`config.mk`:
```
export PLATFORM = sky130hd
export DESIGN_NAME = ccs_regs
export DESIGN_NICKNAME = d
export VERILOG_FILES = /design/src/design/ccs_pkg.sv /design/src/design/ccs_regs.sv /design/src/design/ccs_seq_detect.sv /design/src/design/ccs_serial_slave.sv
export SDC_FILE = /design/constraint.sdc
export NUM_CORES = 1
export LEC_CHECK = 0
export BUFFER_PORTS_ARGS = -buffer_cell sky130_fd_sc_hd__buf_2
export CAP_MARGIN = 10
export CORE_MARGIN = 10
export CORE_UTILIZATION = 61
export CTS_CLUSTER_DIAMETER = 40
export CTS_CLUSTER_SIZE = 40
export DETAILED_ROUTE_END_ITERATION = 7
export PLACE_DENSITY = 0.91
export SLEW_MARGIN = 20
export SYNTH_ARGS = -nofsm -noshare
export SYNTH_HDL_FRONTEND = slang
export SYNTH_SLANG_ARGS = --single-unit
```
`constraint.sdc`:
```
create_clock -name i_clk_sys -period 2.61 [get_ports i_clk_sys]
set_input_delay 0.522 -clock i_clk_sys [delete_from_list [all_inputs] [get_ports i_clk_sys]]
set_output_delay 0.522 -clock i_clk_sys [all_outputs]
set_load 0.005 [all_outputs]
```
`src/design/ccs_pkg.sv`:
```
// Purpose: Shared constants for the recovery control and status register bank
// Assumes: Byte-wide registers behind a two-wire serial management port
// Notes:   Offsets are byte register addresses on the serial port
package ccs_pkg;

    // Register offsets
    localparam logic [7:0] OFS_LOCK_STATUS    = 8'h06;
    localparam logic [7:0] OFS_CONTROL_FIRST  = 8'h08;
    localparam logic [7:0] OFS_CONTROL_SECOND = 8'h09;
    localparam logic [7:0] OFS_CONTROL_THIRD  = 8'h0a;
    localparam logic [7:0] OFS_REFERENCE_MODE = 8'h0f;
    localparam logic [7:0] OFS_MAKER_HIGH     = 8'h20;
    localparam logic [7:0] OFS_MAKER_LOW      = 8'h21;
    localparam logic [7:0] OFS_REVISION       = 8'h48;
    localparam logic [7:0] OFS_PART_ID        = 8'h49;

    // Reset values and unmapped read value
    localparam logic [7:0] RST_CONTROL_FIRST  = 8'h10;
    localparam logic [7:0] RST_CONTROL_SECOND = 8'h08;
    localparam logic [7:0] RST_CONTROL_THIRD  = 8'h05;
    localparam logic [7:0] RST_REFERENCE_MODE = 8'h00;
    localparam logic [7:0] READ_UNMAPPED      = 8'h00;

    // Identity defaults, values arbitrary
    localparam logic [7:0] ID_MAKER_HIGH      = 8'h5a;
    localparam logic [7:0] ID_MAKER_LOW       = 8'h3c;
    localparam logic [7:0] ID_REVISION        = 8'h01;
    localparam logic [7:0] ID_PART            = 8'h42;

    // Status field positions
    localparam int BIT_LOCK_LOST_NOW     = 4;
    localparam int BIT_STICKY_LOCK_LOST  = 2;
    localparam int BIT_RATE_DONE         = 0;

    // First control field positions
    localparam int MODE_LSB              = 4;
    localparam int MODE_W                = 3;
    localparam int BIT_STICKY_CLEAR      = 2;
    localparam int BIT_RATE_START        = 1;
    localparam int BIT_RATE_CLEAR        = 0;

    // Second control field positions
    localparam int BIT_SOFT_RESET        = 7;
    localparam int BIT_FREQ_ACQUIRE      = 6;
    localparam int BIT_BYPASS            = 5;
    localparam int BIT_REPORT_SELECT     = 4;

    // Third control field positions
    localparam int BIT_REF_POWERDOWN     = 2;

    // Reference mode field positions
    localparam int BIT_COMPARE_SOURCE    = 6;
    localparam int BAND_LSB              = 4;
    localparam int BAND_W                = 2;
    localparam int RATIO_LSB             = 0;
    localparam int RATIO_W               = 4;

    // Mode and ratio codes
    localparam logic [2:0] MODE_LOCK_DATA = 3'h0;
    localparam logic [2:0] MODE_LOCK_REF  = 3'h2;
    localparam logic [3:0] RATIO_MAX_CODE = 4'ha;

    // Write-one-then-zero sequence slots
    localparam int NUM_SEQ               = 3;
    localparam int SEQ_STICKY_CLEAR      = 0;
    localparam int SEQ_SOFT_RESET        = 1;
    localparam int SEQ_FREQ_ACQUIRE      = 2;

    // Serial port
    localparam int         SER_ADDR_W       = 7;
    localparam logic [6:0] SER_DEVICE_ADDR  = 7'h40;
    localparam logic [3:0] SER_BITS_PER_BYTE = 4'h8;

    typedef enum logic [2:0] {
        SER_IDLE,
        SER_RECV,
        SER_ACK,
        SER_SEND,
        SER_SEND_ACK
    } ccs_ser_state_e;

    typedef enum logic [1:0] {
        PH_DEVICE,
        PH_POINTER,
        PH_DATA
    } ccs_ser_phase_e;

endpackage

```
`src/design/ccs_regs.sv`:
```
// Purpose: Control and status register bank of a multirate data recovery receiver
// Assumes: Loop status inputs synchronous to i_clk_sys; host on the serial port
// Notes:   Software reset returns the control registers to their defaults
//
// Overview of operation
// - Status bit 4 reads 0 when locked, 1 during frequency acquisition.
// - In sticky mode, status bit 2 latches loss of lock until cleared.
// - Status bit 0 sets at measurement end, held until rate reset.
// - Mode field 000 locks to data, 010 to reference; 001, 011 reserved.
// - Writing 1 then 0 to control bit 2 clears the sticky flag.
// - Writing 1 to control bit 1 starts a fine rate measurement.
// - Writing 1 to control bit 0 clears the measurement and its flag.
// - Writing 1 then 0 to second control bit 7 resets the device.
// - Writing 1 then 0 to second control bit 6 starts frequency acquisition.
// - Reference clock stays powered down until third control bit 2 is 0.
// - Reference mode bit 6 picks reference or data for lock compare.
// - Two-bit band field picks one of four reference octave bands.
// - Four-bit ratio code gives two to the power code minus one.
`timescale 1ns/10ps
`default_nettype none
module ccs_regs
    import ccs_pkg::*;
#(
    parameter logic [6:0] DEVICE_ADDR = ccs_pkg::SER_DEVICE_ADDR,
    parameter logic [7:0] MAKER_HIGH  = ccs_pkg::ID_MAKER_HIGH,
    parameter logic [7:0] MAKER_LOW   = ccs_pkg::ID_MAKER_LOW,
    parameter logic [7:0] REVISION    = ccs_pkg::ID_REVISION,
    parameter logic [7:0] PART_ID     = ccs_pkg::ID_PART
) (
    input  wire logic       i_clk_sys,
    input  wire logic       i_reset_n,
    input  wire logic       i_scl,
    input  wire logic       i_sda,
    output var  logic       o_sda,
    output var  logic       o_sda_oe,
    input  wire logic       i_lock_lost_now,
    input  wire logic       i_rate_measure_finish,
    output var  logic [2:0] o_recovery_mode_sel,
    output var  logic       o_lock_to_data_mode,
    output var  logic       o_lock_to_reference_mode,
    output var  logic       o_recovery_mode_reserved,
    output var  logic       o_recovery_bypass,
    output var  logic       o_lock_report_select,
    output var  logic       o_ref_clock_powerdown,
    output var  logic       o_lock_compare_source,
    output var  logic [1:0] o_ref_band_select,
    output var  logic [3:0] o_rate_ratio_code,
    output var  logic       o_rate_ratio_valid,
    output var  logic       o_rate_measure_start,
    output var  logic       o_rate_measure_clear,
    output var  logic       o_freq_acquire_trigger,
    output var  logic       o_soft_reset
);
    typedef struct packed {
        logic [7:0] control_first;
        logic [7:0] control_second;
        logic [7:0] control_third;
        logic [7:0] reference_mode;
        logic       sticky_lock_lost;
        logic       rate_measure_done;
        logic       rate_measure_start;
        logic       rate_measure_clear;
        logic       freq_acquire_trigger;
        logic       soft_reset;
    } ccs_regs_s;

    // Write strobe aimed at one register
    function automatic logic write_hit(input logic wr, input logic [7:0] addr,
                                       input logic [7:0] ofs);
        write_hit = wr && (addr == ofs);
    endfunction

    ccs_regs_s            r;
    ccs_regs_s            next_r;
    logic                 bus_wr;
    logic [7:0]           bus_wr_addr;
    logic [7:0]           bus_wr_data;
    logic [7:0]           bus_rd_addr;
    logic [7:0]           bus_rd_data;
    logic                 wr_first;
    logic                 wr_second;
    logic                 wr_third;
    logic                 wr_refmode;
    logic [NUM_SEQ-1:0]   seq_write;
    logic [NUM_SEQ-1:0]   seq_bit;
    logic [NUM_SEQ-1:0]   seq_fire;
    logic [7:0]           status_value;

    ccs_serial_slave #(
        .DEVICE_ADDR (DEVICE_ADDR)
    ) u_serial (
        .i_clk_sys (i_clk_sys),
        .i_reset_n (i_reset_n),
        .i_scl     (i_scl),
        .i_sda     (i_sda),
        .o_sda     (o_sda),
        .o_sda_oe  (o_sda_oe),
        .o_wr      (bus_wr),
        .o_wr_addr (bus_wr_addr),
        .o_wr_data (bus_wr_data),
        .o_rd_addr (bus_rd_addr),
        .i_rd_data (bus_rd_data)
    );

    always_comb begin
        wr_first   = write_hit(bus_wr, bus_wr_addr, OFS_CONTROL_FIRST);
        wr_second  = write_hit(bus_wr, bus_wr_addr, OFS_CONTROL_SECOND);
        wr_third   = write_hit(bus_wr, bus_wr_addr, OFS_CONTROL_THIRD);
        wr_refmode = write_hit(bus_wr, bus_wr_addr, OFS_REFERENCE_MODE);
    end

    assign seq_write[SEQ_STICKY_CLEAR] = wr_first;
    assign seq_bit[SEQ_STICKY_CLEAR]   = bus_wr_data[BIT_STICKY_CLEAR];
    assign seq_write[SEQ_SOFT_RESET]   = wr_second;
    assign seq_bit[SEQ_SOFT_RESET]     = bus_wr_data[BIT_SOFT_RESET];
    assign seq_write[SEQ_FREQ_ACQUIRE] = wr_second;
    assign seq_bit[SEQ_FREQ_ACQUIRE]   = bus_wr_data[BIT_FREQ_ACQUIRE];

    for (genvar k = 0; k < NUM_SEQ; k++) begin : g_seq
        ccs_seq_detect u_seq (
            .i_clk_sys (i_clk_sys),
            .i_reset_n (i_reset_n),
            .i_write   (seq_write[k]),
            .i_bit     (seq_bit[k]),
            .i_disarm  (seq_fire[SEQ_SOFT_RESET]),
            .o_fire    (seq_fire[k])
        );
    end

    always_comb begin
        next_r                      = r;
        next_r.rate_measure_start   = 1'b0;
        next_r.rate_measure_clear   = 1'b0;
        next_r.freq_acquire_trigger = 1'b0;
        next_r.soft_reset           = 1'b0;
        if (seq_fire[SEQ_SOFT_RESET]) begin
            next_r.control_first     = RST_CONTROL_FIRST;
            next_r.control_second    = RST_CONTROL_SECOND;
            next_r.control_third     = RST_CONTROL_THIRD;
            next_r.reference_mode    = RST_REFERENCE_MODE;
            next_r.sticky_lock_lost  = 1'b0;
            next_r.rate_measure_done = 1'b0;
            next_r.soft_reset        = 1'b1;
        end else begin
            if (wr_first) begin
                next_r.control_first = bus_wr_data;
            end
            if (wr_second) begin
                next_r.control_second = bus_wr_data;
            end
            if (wr_third) begin
                next_r.control_third = bus_wr_data;
            end
            if (wr_refmode) begin
                next_r.reference_mode = bus_wr_data;
            end
            next_r.rate_measure_start = wr_first && bus_wr_data[BIT_RATE_START];
            next_r.rate_measure_clear = wr_first && bus_wr_data[BIT_RATE_CLEAR];
            next_r.freq_acquire_trigger = seq_fire[SEQ_FREQ_ACQUIRE];
            if (seq_fire[SEQ_STICKY_CLEAR]) begin
                next_r.sticky_lock_lost = 1'b0;
            end
            if (r.control_second[BIT_REPORT_SELECT] && i_lock_lost_now) begin
                next_r.sticky_lock_lost = 1'b1;
            end
            if (wr_first && bus_wr_data[BIT_RATE_CLEAR]) begin
                next_r.rate_measure_done = 1'b0;
            end
            if (i_rate_measure_finish) begin
                next_r.rate_measure_done = 1'b1;
            end
        end
    end

    always_ff @(posedge i_clk_sys or negedge i_reset_n) begin
        if (!i_reset_n) begin
            r                <= '0;
            r.control_first  <= RST_CONTROL_FIRST;
            r.control_second <= RST_CONTROL_SECOND;
            r.control_third  <= RST_CONTROL_THIRD;
            r.reference_mode <= RST_REFERENCE_MODE;
        end else begin
            r <= next_r;
        end
    end

    always_comb begin
        status_value = 8'h00;
        status_value[BIT_LOCK_LOST_NOW]    = i_lock_lost_now;
        status_value[BIT_STICKY_LOCK_LOST] = r.sticky_lock_lost;
        status_value[BIT_RATE_DONE]        = r.rate_measure_done;
        case (bus_rd_addr)
            OFS_LOCK_STATUS:    bus_rd_data = status_value;
            OFS_CONTROL_FIRST:  bus_rd_data = r.control_first;
            OFS_CONTROL_SECOND: bus_rd_data = r.control_second;
            OFS_CONTROL_THIRD:  bus_rd_data = r.control_third;
            OFS_REFERENCE_MODE: bus_rd_data = r.reference_mode;
            OFS_MAKER_HIGH:     bus_rd_data = MAKER_HIGH;
            OFS_MAKER_LOW:      bus_rd_data = MAKER_LOW;
            OFS_REVISION:       bus_rd_data = REVISION;
            OFS_PART_ID:        bus_rd_data = PART_ID;
            default:            bus_rd_data = READ_UNMAPPED;
        endcase
    end

    assign o_recovery_mode_sel      = r.control_first[MODE_LSB +: MODE_W];
    assign o_lock_to_data_mode      = (o_recovery_mode_sel == MODE_LOCK_DATA);
    assign o_lock_to_reference_mode = (o_recovery_mode_sel == MODE_LOCK_REF);
    assign o_recovery_mode_reserved = !o_lock_to_data_mode && !o_lock_to_reference_mode;
    assign o_recovery_bypass        = r.control_second[BIT_BYPASS];
    assign o_lock_report_select     = r.control_second[BIT_REPORT_SELECT];
    assign o_ref_clock_powerdown    = r.control_third[BIT_REF_POWERDOWN];
    assign o_lock_compare_source    = r.reference_mode[BIT_COMPARE_SOURCE];
    assign o_ref_band_select        = r.reference_mode[BAND_LSB +: BAND_W];
    assign o_rate_ratio_code        = r.reference_mode[RATIO_LSB +: RATIO_W];
    assign o_rate_ratio_valid       = (o_rate_ratio_code <= RATIO_MAX_CODE);
    assign o_rate_measure_start     = r.rate_measure_start;
    assign o_rate_measure_clear     = r.rate_measure_clear;
    assign o_freq_acquire_trigger   = r.freq_acquire_trigger;
    assign o_soft_reset             = r.soft_reset;
endmodule // ccs_regs
`default_nettype wire

```
`src/design/ccs_seq_detect.sv`:
```
// Purpose: Fires once when a bit is written one and then written zero
// Assumes: i_write marks each write to the register holding the bit
// Notes:   Pulse appears the cycle after the zero write
`timescale 1ns/10ps
`default_nettype none
module ccs_seq_detect (
    input  wire logic i_clk_sys,
    input  wire logic i_reset_n,
    input  wire logic i_write,
    input  wire logic i_bit,
    input  wire logic i_disarm,
    output var  logic o_fire
);
    typedef struct packed {
        logic armed;
        logic fire;
    } ccs_seq_s;

    ccs_seq_s state;
    ccs_seq_s next_state;

    always_comb begin
        next_state      = state;
        next_state.fire = 1'b0;
        if (i_disarm) begin
            next_state.armed = 1'b0;
        end else if (i_write && i_bit) begin
            next_state.armed = 1'b1;
        end else if (i_write && state.armed) begin
            next_state.armed = 1'b0;
            next_state.fire  = 1'b1;
        end
    end

    always_ff @(posedge i_clk_sys or negedge i_reset_n) begin
        if (!i_reset_n) begin
            state <= '0;
        end else begin
            state <= next_state;
        end
    end

    assign o_fire = state.fire;
endmodule // ccs_seq_detect
`default_nettype wire

```
`src/design/ccs_serial_slave.sv`:
```
// Purpose: Two-wire serial management slave with byte register pointer
// Assumes: Clock and data pins already synchronous to i_clk_sys
// Notes:   Pointer auto-increments after each data byte
`timescale 1ns/10ps
`default_nettype none
module ccs_serial_slave
    import ccs_pkg::*;
#(
    parameter logic [6:0] DEVICE_ADDR = ccs_pkg::SER_DEVICE_ADDR
) (
    input  wire logic       i_clk_sys,
    input  wire logic       i_reset_n,
    input  wire logic       i_scl,
    input  wire logic       i_sda,
    output var  logic       o_sda,
    output var  logic       o_sda_oe,
    output var  logic       o_wr,
    output var  logic [7:0] o_wr_addr,
    output var  logic [7:0] o_wr_data,
    output var  logic [7:0] o_rd_addr,
    input  wire logic [7:0] i_rd_data
);
    typedef struct packed {
        logic           scl_q;
        logic           sda_q;
        ccs_ser_state_e st;
        ccs_ser_phase_e ph;
        logic           rnw;
        logic           nack;
        logic [3:0]     bitcnt;
        logic [7:0]     shreg;
        logic [7:0]     ptr;
        logic           wr;
        logic [7:0]     wr_addr;
        logic [7:0]     wr_data;
    } ccs_ser_s;

    ccs_ser_s s;
    ccs_ser_s next_s;
    logic     scl_rise;
    logic     scl_fall;
    logic     start_cond;
    logic     stop_cond;

    always_comb begin
        scl_rise   = i_scl && !s.scl_q;
        scl_fall   = !i_scl && s.scl_q;
        start_cond = i_scl && s.scl_q && s.sda_q && !i_sda;
        stop_cond  = i_scl && s.scl_q && !s.sda_q && i_sda;
        next_s       = s;
        next_s.scl_q = i_scl;
        next_s.sda_q = i_sda;
        next_s.wr    = 1'b0;
        if (start_cond) begin
            next_s.st     = SER_RECV;
            next_s.ph     = PH_DEVICE;
            next_s.bitcnt = 4'h0;
        end else if (stop_cond) begin
            next_s.st = SER_IDLE;
        end else begin
            case (s.st)
                SER_RECV: begin
                    if (scl_rise) begin
                        next_s.shreg  = {s.shreg[6:0], i_sda};
                        next_s.bitcnt = s.bitcnt + 4'h1;
                    end else if (scl_fall && s.bitcnt == SER_BITS_PER_BYTE) begin
                        next_s.st = SER_ACK;
                        case (s.ph)
                            PH_DEVICE: begin
                                next_s.rnw = s.shreg[0];
                                if (s.shreg[7:1] != DEVICE_ADDR) begin
                                    next_s.st = SER_IDLE;
                                end
                            end
                            PH_POINTER: begin
                                next_s.ptr = s.shreg;
                            end
                            default: begin
                                next_s.wr      = 1'b1;
                                next_s.wr_addr = s.ptr;
                                next_s.wr_data = s.shreg;
                                next_s.ptr     = s.ptr + 8'h01;
                            end
                        endcase
                    end
                end
                SER_ACK: begin
                    if (scl_fall) begin
                        next_s.bitcnt = 4'h0;
                        if (s.rnw && s.ph == PH_DEVICE) begin
                            next_s.st    = SER_SEND;
                            next_s.shreg = i_rd_data;
                            next_s.ptr   = s.ptr + 8'h01;
                        end else begin
                            next_s.st = SER_RECV;
                            next_s.ph = (s.ph == PH_DEVICE) ? PH_POINTER : PH_DATA;
                        end
                    end
                end
                SER_SEND: begin
                    if (scl_fall) begin
                        next_s.shreg  = {s.shreg[6:0], 1'b1};
                        next_s.bitcnt = s.bitcnt + 4'h1;
                        if (s.bitcnt == SER_BITS_PER_BYTE - 4'h1) begin
                            next_s.st = SER_SEND_ACK;
                        end
                    end
                end
                SER_SEND_ACK: begin
                    if (scl_rise) begin
                        next_s.nack = i_sda;
                    end else if (scl_fall) begin
                        if (s.nack) begin
                            next_s.st = SER_IDLE;
                        end else begin
                            next_s.st     = SER_SEND;
                            next_s.bitcnt = 4'h0;
                            next_s.shreg  = i_rd_data;
                            next_s.ptr    = s.ptr + 8'h01;
                        end
                    end
                end
                default: begin
                    next_s.st = SER_IDLE;
                end
            endcase
        end
    end

    always_ff @(posedge i_clk_sys or negedge i_reset_n) begin
        if (!i_reset_n) begin
            s       <= '0;
            s.scl_q <= 1'b1;
            s.sda_q <= 1'b1;
            s.st    <= SER_IDLE;
            s.ph    <= PH_DEVICE;
        end else begin
            s <= next_s;
        end
    end

    // Open drain: only ever pulls low
    assign o_sda     = 1'b0;
    assign o_sda_oe  = (s.st == SER_ACK) || (s.st == SER_SEND && !s.shreg[7]);
    assign o_wr      = s.wr;
    assign o_wr_addr = s.wr_addr;
    assign o_wr_data = s.wr_data;
    assign o_rd_addr = s.ptr;
endmodule // ccs_serial_slave
`default_nettype wire

```
==> impl_metrics.json, run 1 <==
{
  "start_util_pct": 62.40,
  "netlist_area_um2": 4797,
  "fin_util_pct": 68.03,
  "tightest_slew_ns": 0.6773,
  "place_hpwl_um": 8249,
  "clock-sinks": 90,
  "post_drt_via_cell_ratio": 6.378,
  "post_cts_buffers": 0,
  "setup_viol": 0,
  "ant_nets": 0,
  "yosys_warnings": 0,
  "core_area_um2": 7687,
  "syn_to_final_growth_pct": 9.025,
  "synthArstFlopShare_pct": 100.0,
  "critPathKind": "reg -> reg",
  "row_count": 32,
  "fmax_mhz": 433.0,
  "worstPathArrival_ns": 2.59,
  "rsz0062_at_grt": "false",
  "wl_um": 11700,
  "slowest_delay_ns": 0.49,
  "hold_class": "in -> async",
  "syn-num-nets": 493,
  "nNetsFinal": 513,
  "cts_tree": "done",
  "cts_max_level": 3,
  "track_usage_pct": 20.45,
  "grt_pass1_vias": 3766,
  "post_synth_inst_count": 481,
  "drive_gt1_share_pct": 19.96,
  "cts_inserted_buffers": 9,
  "num_vias": 3878,
  "slew_headroom_pct": 54.57,
  "grt_pass1_wl_um": 19420,
  "grt_overflow": 0,
  "start_kind": "flip-flop",
  "peakVddDrop_mv": 0.3658,
  "synthFlopType": "dfrtp_1",
  "power_density_nw_per_um2": 720.9,
  "n_antenna_cell": 0,
  "power.total_uw": 3770,
  "fillers": 571,
  "hold_viol": 0,
  "grt_max_degree": 43,
  "syn_avg_cell_area_um2": 9.973,
  "outcome": "completed",
  "die_w_um": 108.7,
  "crit_required_ns": 2.89,
  "synth-seq-cells": 90,
  "fin_crit_sh_pct": 88.49,
  "die_h_um": 108.7,
  "cts_hold_buf": 0,
  "cp_max_fo": 8,
  "die_area_um2": 11810,
  "cts_resized": 0,
  "slew_viol_final": 0,
  "first_pass_iters": 5,
  "wl_per_cell_um": 19.24,
  "end_kind": "flip-flop",
  "antenna_found_initial": 0,
  "slowest_stage": "a311o_4",
  "cts_buffer_depth": 2,
  "multi_input_area_um2": 2303,
  "drc": 0,
  "io_buffer_count": 27,
  "drt_iter0_drc": 398,
  "cap_violations": 0,
  "clk-insertion-delay-late_ns": 0.36,
  "ys_types": 65,
  "fin_setup_tns_ns": 0,
  "clk_pin_slew_ns": 0.09,
  "timing.rr.start": "u_serial.o_rd_addr[1]",
  "seqCellArea_um2": 2260,
  "synth-edff-count": 0,
  "p_leak_uw": 0.002535,
  "cp_cell_sequence": "inv_1 -> ha_1 -> and3b_1 -> o21ba_2 -> o21ai_1 -> a311o_4 -> o221ai_2",
  "io_pins": 29,
  "seq_area_frac_synth_pct": 47.10,
  "skew_ns": 0.01027,
  "fin_crit_ns": 2.310,
  "clock-root-buffer": "clkbuf_8",
  "gp_congestion": 0.9728,
  "reg2reg_depth": 7,
  "final_common_cell": "dfrtp_1",
  "crit_start": "u_serial.o_rd_addr[1]",
  "layout_common_cells": "84 x dfrtp_1, 55 x nor2_1, 45 x nand2_1"
}
==> kinds of logic (layout without fill, tap and decap cells) <==
family | Yosys count | in the layout | synth area share (%)
DFF | 90 | 90 | 47.10
xor gates and xnor gates | 3 | 3 | 0.5478
other | 1 | 1 | 0.07817
and+or+nand+nor | 189 | 189 | 20.03
buffers and inverters | 48 | 73 | 4.877
AOI/OAI and AO/OA | 104 | 104 | 16.98
adders and majority gates | 6 | 6 | 1.565
muxes | 40 | 40 | 8.816
==> routing by layer <==
metal,GRT usage (%),share of wire [%],vias to the layer above
met5,0,0,-
li1,-,-,1754
met2,33.19,48,175
met1,27.22,44,1925
met3,3.481,6.4,24
met4,6.968,1.8,0
==> Yosys cell counts (4+ instances only) <==
cell type / number / area, um^2
ha_1: 6 / 75.07
o31ai_1: 4 / 30.03
a22oi_1: 10 / 75.07
and3_1: 4 / 25.02
mux2i_1: 22 / 220.2
o21ai_0: 9 / 45.04
a211oi_1: 6 / 45.04
dfstp_2: 6 / 157.7
mux2_2: 18 / 202.7
dfrtp_1: 84 / 2102
nor4b_1: 6 / 52.55
nor3b_1: 7 / 52.55
buf_4: 10 / 75.07
nor2_1: 55 / 206.5
inv_1: 14 / 52.55
nor3_1: 12 / 60.06
o221ai_2: 6 / 90.09
nor2b_1: 5 / 31.28
a21oi_1: 30 / 150.1
o2bb2ai_1: 6 / 52.55
nand2_1: 45 / 168.9
nand3_1: 18 / 90.09
nand2b_1: 10 / 62.56
buf_2: 7 / 35.03
a32o_1: 4 / 40.04
clkbuf_1: 15 / 56.30
a211o_1: 4 / 35.03
==> layout make-up <==
cell class,count,share of cell area [%]
Clock buffer,11,2.703
Clock inverter,5,1.196
Inverter,14,1.005
Multi-Input combinational cell,343,44.04
Sequential cell,90,43.21
Tap cell,102,2.440
Timing Repair Buffer,43,5.407
==> through the flow <==
stage | instances | setup WS (ns) | area [um^2] | hold WS, ns
floorplan | 481 | 0.5933 | 4797 | 0.2264
global placement | 592 | 0.4178 | 5026 | 0.4462
detailed placement | 592 | 0.3772 | 5026 | 0.4833
CTS | 608 | 0.3436 | 5230 | 0.09367
global route | 608 | 0.1834 | 5230 | 0.1003
finish | 608 | 0.3004 | 5230 | 0.08673
==> critical path: cells and delay by family (launching register included) <==
family / cells / cell delay, ns
AO/OA/AOI/OAI: 4 / 0.94
adder cells (fa/ha/maj): 1 / 0.29
buffers and inverters: 1 / 0.14
flip-flops: 1 / 0.42
AND/OR/NAND/NOR: 1 / 0.44
==> path summary, 6_finish.rpt <==
check | slack, ns | end
min | 0.09 | o_recovery_mode_sel[2]
max | 0.30 | u_serial.s[28]
min reg2reg | 0.49 | g_seq[0].u_seq.o_fire
max reg2reg | 0.30 | u_serial.s[28]
min in group i_clk_sys | 0.31 | u_serial.s[44]
max in group asynchronous | 1.83 | u_serial.s[45]
==> sequential cells by signal (all words and copies together) (netlist names), 3 cells and up <==
signal               cells
r                       21
u_serial.s              21
u_serial.o_rd_addr       8
u_serial.o_wr_addr       8
u_serial.o_wr_data       8
o_rate_ratio_code        4
g_seq.u_seq.o_fire       3
g_seq.u_seq.state        3
o_recovery_mode_sel      3
==> power by group <==
| part | internal (uW) | switching [uW] | leakage, uW |
|---|---|---|---|
| Sequential | 1550 | 286 | 0.00120 |
| Combinational | 379 | 574 | 0.00124 |
| Clock | 474 | 509 | 0.0000962 |
No activity file was read; power rests on OpenSTA's default activity.
==> inputs of run 2 (changes only) <==
Settings changed: SYNTH_HIERARCHICAL set to 1.
==> impl_metrics.json, run 2 <==
{
  "drt_iter0_drc": 366,
  "r2r-end": "u_serial/s[25]",
  "netlist_area_um2": 5010,
  "core_area_um2": 7848,
  "dpl-instance-area_um2": 5037,
  "reg2reg_depth": 8,
  "grt_pass1_wl_um": 19080,
  "antenna_found_initial": 0,
  "grt_pass1_vias": 3613,
  "hold_viol": 0,
  "fin_cells": 600,
  "power_density_nw_per_um2": 720.1,
  "slew_viol_final": 0,
  "tightest_slew_ns": 0.6688,
  "cts_tree": "done",
  "peakVddDrop_mv": 0.5362,
  "drc": 0,
  "hold_class": "in -> reg",
  "die_w_um": 110.6,
  "die_h_um": 110.6,
  "seq_area_frac_synth_pct": 45.10,
  "row_count": 32,
  "drive_gt1_share_pct": 18.27,
  "slowest_stage": "dfrtp_1",
  "p_leak_uw": 0.002513,
  "synthFlopType": "dfrtp_1",
  "pwr-share-seq_pct": 48.3,
  "nNetsFinal": 502,
  "yosysMostFrequentCell": "dfrtp_1",
  "place_hpwl_um": 8159,
  "worstPathArrival_ns": 2.59,
  "cp-endpoint": "u_serial/s[25]",
  "placed_cells": 583,
  "post_drt_via_cell_ratio": 6.320,
  "gp_congestion": 0.9939,
  "crit_path_frequent_cell": "o21ai_0",
  "io_pins": 29,
  "clk-insertion-delay-late_ns": 0.36,
  "netSwitchingPower_uw": 1378,
  "cts_inserted_buffers": 9,
  "clock-sinks": 90,
  "syn-num-nets": 501,
  "rsz0062_at_grt": "false",
  "grt_overflow": 0,
  "final_common_cell": "dfrtp_1",
  "fin_crit_sh_pct": 89.73,
  "crit_required_ns": 2.85,
  "hold_start": "i_scl",
  "ys_types": 73,
  "cts_resized": 0,
  "end_kind": "flip-flop",
  "p_int_uw": 2403,
  "fin_util_pct": 66.90,
  "start_util_pct": 63.84,
  "sw_frac_of_total_pct": 36.44,
  "crit_buf_inv": 0,
  "wl_per_cell_um": 19.08,
  "wl_um": 11450,
  "post_synth_inst_count": 492,
  "timing.rr.start": "u_serial/o_rd_addr[3]",
  "yosys_warnings": 6,
  "grt_max_degree": 86,
  "critPathKind": "reg -> reg",
  "start_kind": "flip-flop",
  "hold_path_depth": 1,
  "track_usage_pct": 18.60,
  "setup_viol": 0,
  "cp_max_fo": 13,
  "reg_top3": "r: 21 flops, u_serial/s: 21 flops",
  "comb_power_share_pct": 25.9,
  "synth-seq-cells": 90,
  "synth_top_area_share_pct": 41.96,
  "layout_common_cells": "84 x dfrtp_1, 56 x nor2_1, 40 x mux2i_1",
  "fin_area_um2": 5250,
  "synthArstFlopShare_pct": 100.0,
  "synth-edff-count": 0,
  "fin_crit_ns": 2.342,
  "path_delay_family": "compound AO/OA/AOI/OAI gates",
  "fin_setup_tns_ns": 0,
  "cp.depth": 8,
  "netlist_top_cells_area": "dfrtp_1 42%, mux2i_1 8.0%, buf_4 5.7%",
  "clk_pin_slew_ns": 0.09,
  "fmax_mhz": 427.0,
  "skew_ns": 0.01226,
  "cts_max_level": 3,
  "crit_start": "u_serial/o_rd_addr[3]",
  "outcome": "completed",
  "io_buffer_count": 27,
  "ant_nets": 0,
  "cap_violations": 0,
  "slew_headroom_pct": 55.07,
  "cts_buffer_depth": 2,
  "num_vias": 3792,
  "clock-root-buffer": "clkbuf_8",
  "syn_to_final_growth_pct": 4.795,
  "r2r_slack_ns": 0.27,
  "yosysTopAreaCell": "dfrtp_1",
  "n_antenna_cell": 0,
  "syn_avg_cell_area_um2": 10.18,
  "die_area_um2": 12240,
  "clockPowerShare_pct": 25.8,
  "cp_cell_sequence": "nor2b_1 -> a22oi_1 -> o21ai_0 -> a221o_1 -> or3_1 -> o211ai_1 -> o21ai_0 -> mux2_2",
  "power.total_uw": 3780,
  "synth_commonest_cells": "84 x dfrtp_1, 56 x nor2_1, 40 x mux2i_1",
  "first_pass_iters": 6,
  "slowest_delay_ns": 0.52
}
[run 2: cell types whose count changed in the layout (fill, tap and decap cells not counted), sizes merged, moves of 6 or more]
cell     before  now
nand2        46   31
o21ai        12   24
mux2i        22   40
o2111ai       0    6
a21oi        30   17
a211oi        7    1
o22ai         0    7
[run 2: worst min-delay path by stage]
stage	slack [ns]	to
detailed placement	0.34	u_serial/s[34]
CTS	0.31	u_serial/s[45]
floorplan	0.23	g_seq[0].u_seq/o_fire
finish	0.32	u_serial/s[45]
global placement	0.34	u_serial/s[34]
global route	0.30	u_serial/s[45]
[run 2: per-layer routing]
metal	share of wire (%)	routed length [um]	track usage, %
met5	0	0	0
met4	1.8	204	6.045
met3	5.3	603	3.133
met2	48	5463	29.23
met1	45	5174	25.38
[run 2: repair_timing]
action / CTS / global route
endpoints found under the hold margin: 4 / 0
buffers inserted: 0 / 0
hold buffers: 1 / 0
[run 2: layout make-up]
class	instances	area (um^2)
clock buffer	10	137.6
tap	102	127.6
multi-input combinational	332	2323
sequential	90	2260
fill	620	2597
inverter	17	63.81
clock inverter	6	65.06
timing repair buffer	43	272.8
[run 2: metrics by stage]
step / hold slack (ns) / worst slack, ns
2_1_floorplan: 0.2264 / 0.3210
3_3_place_gp: 0.3384 / 0.3969
3_5_place_dp: 0.3409 / 0.2863
4_1_cts: 0.3075 / 0.2974
5_1_grt: 0.2993 / 0.1421
6_report: 0.3167 / 0.2681
[run 2: cell families (layout without fill, tap and decap cells)]
group | Yosys count | after routing | share of synthesized area [%]
simple gates | 165 | 165 | 18.03
compound gates | 100 | 100 | 14.31
flops | 90 | 90 | 45.10
buf+inv | 70 | 76 | 8.516
mux | 61 | 61 | 12.71
fa+ha+maj | 3 | 3 | 0.7493
xor+xnor | 2 | 2 | 0.4996
other cells | 1 | 1 | 0.07485
[run 2: power groups by stage]
stage	clock network (uW)	logic, uW	registers, uW
CTS	982	960	1810
finish	977	979	1820
global placement	0	923	1820
floorplan	0	839	1710
detailed placement	0	949	1840
global route	1060	1080	1860
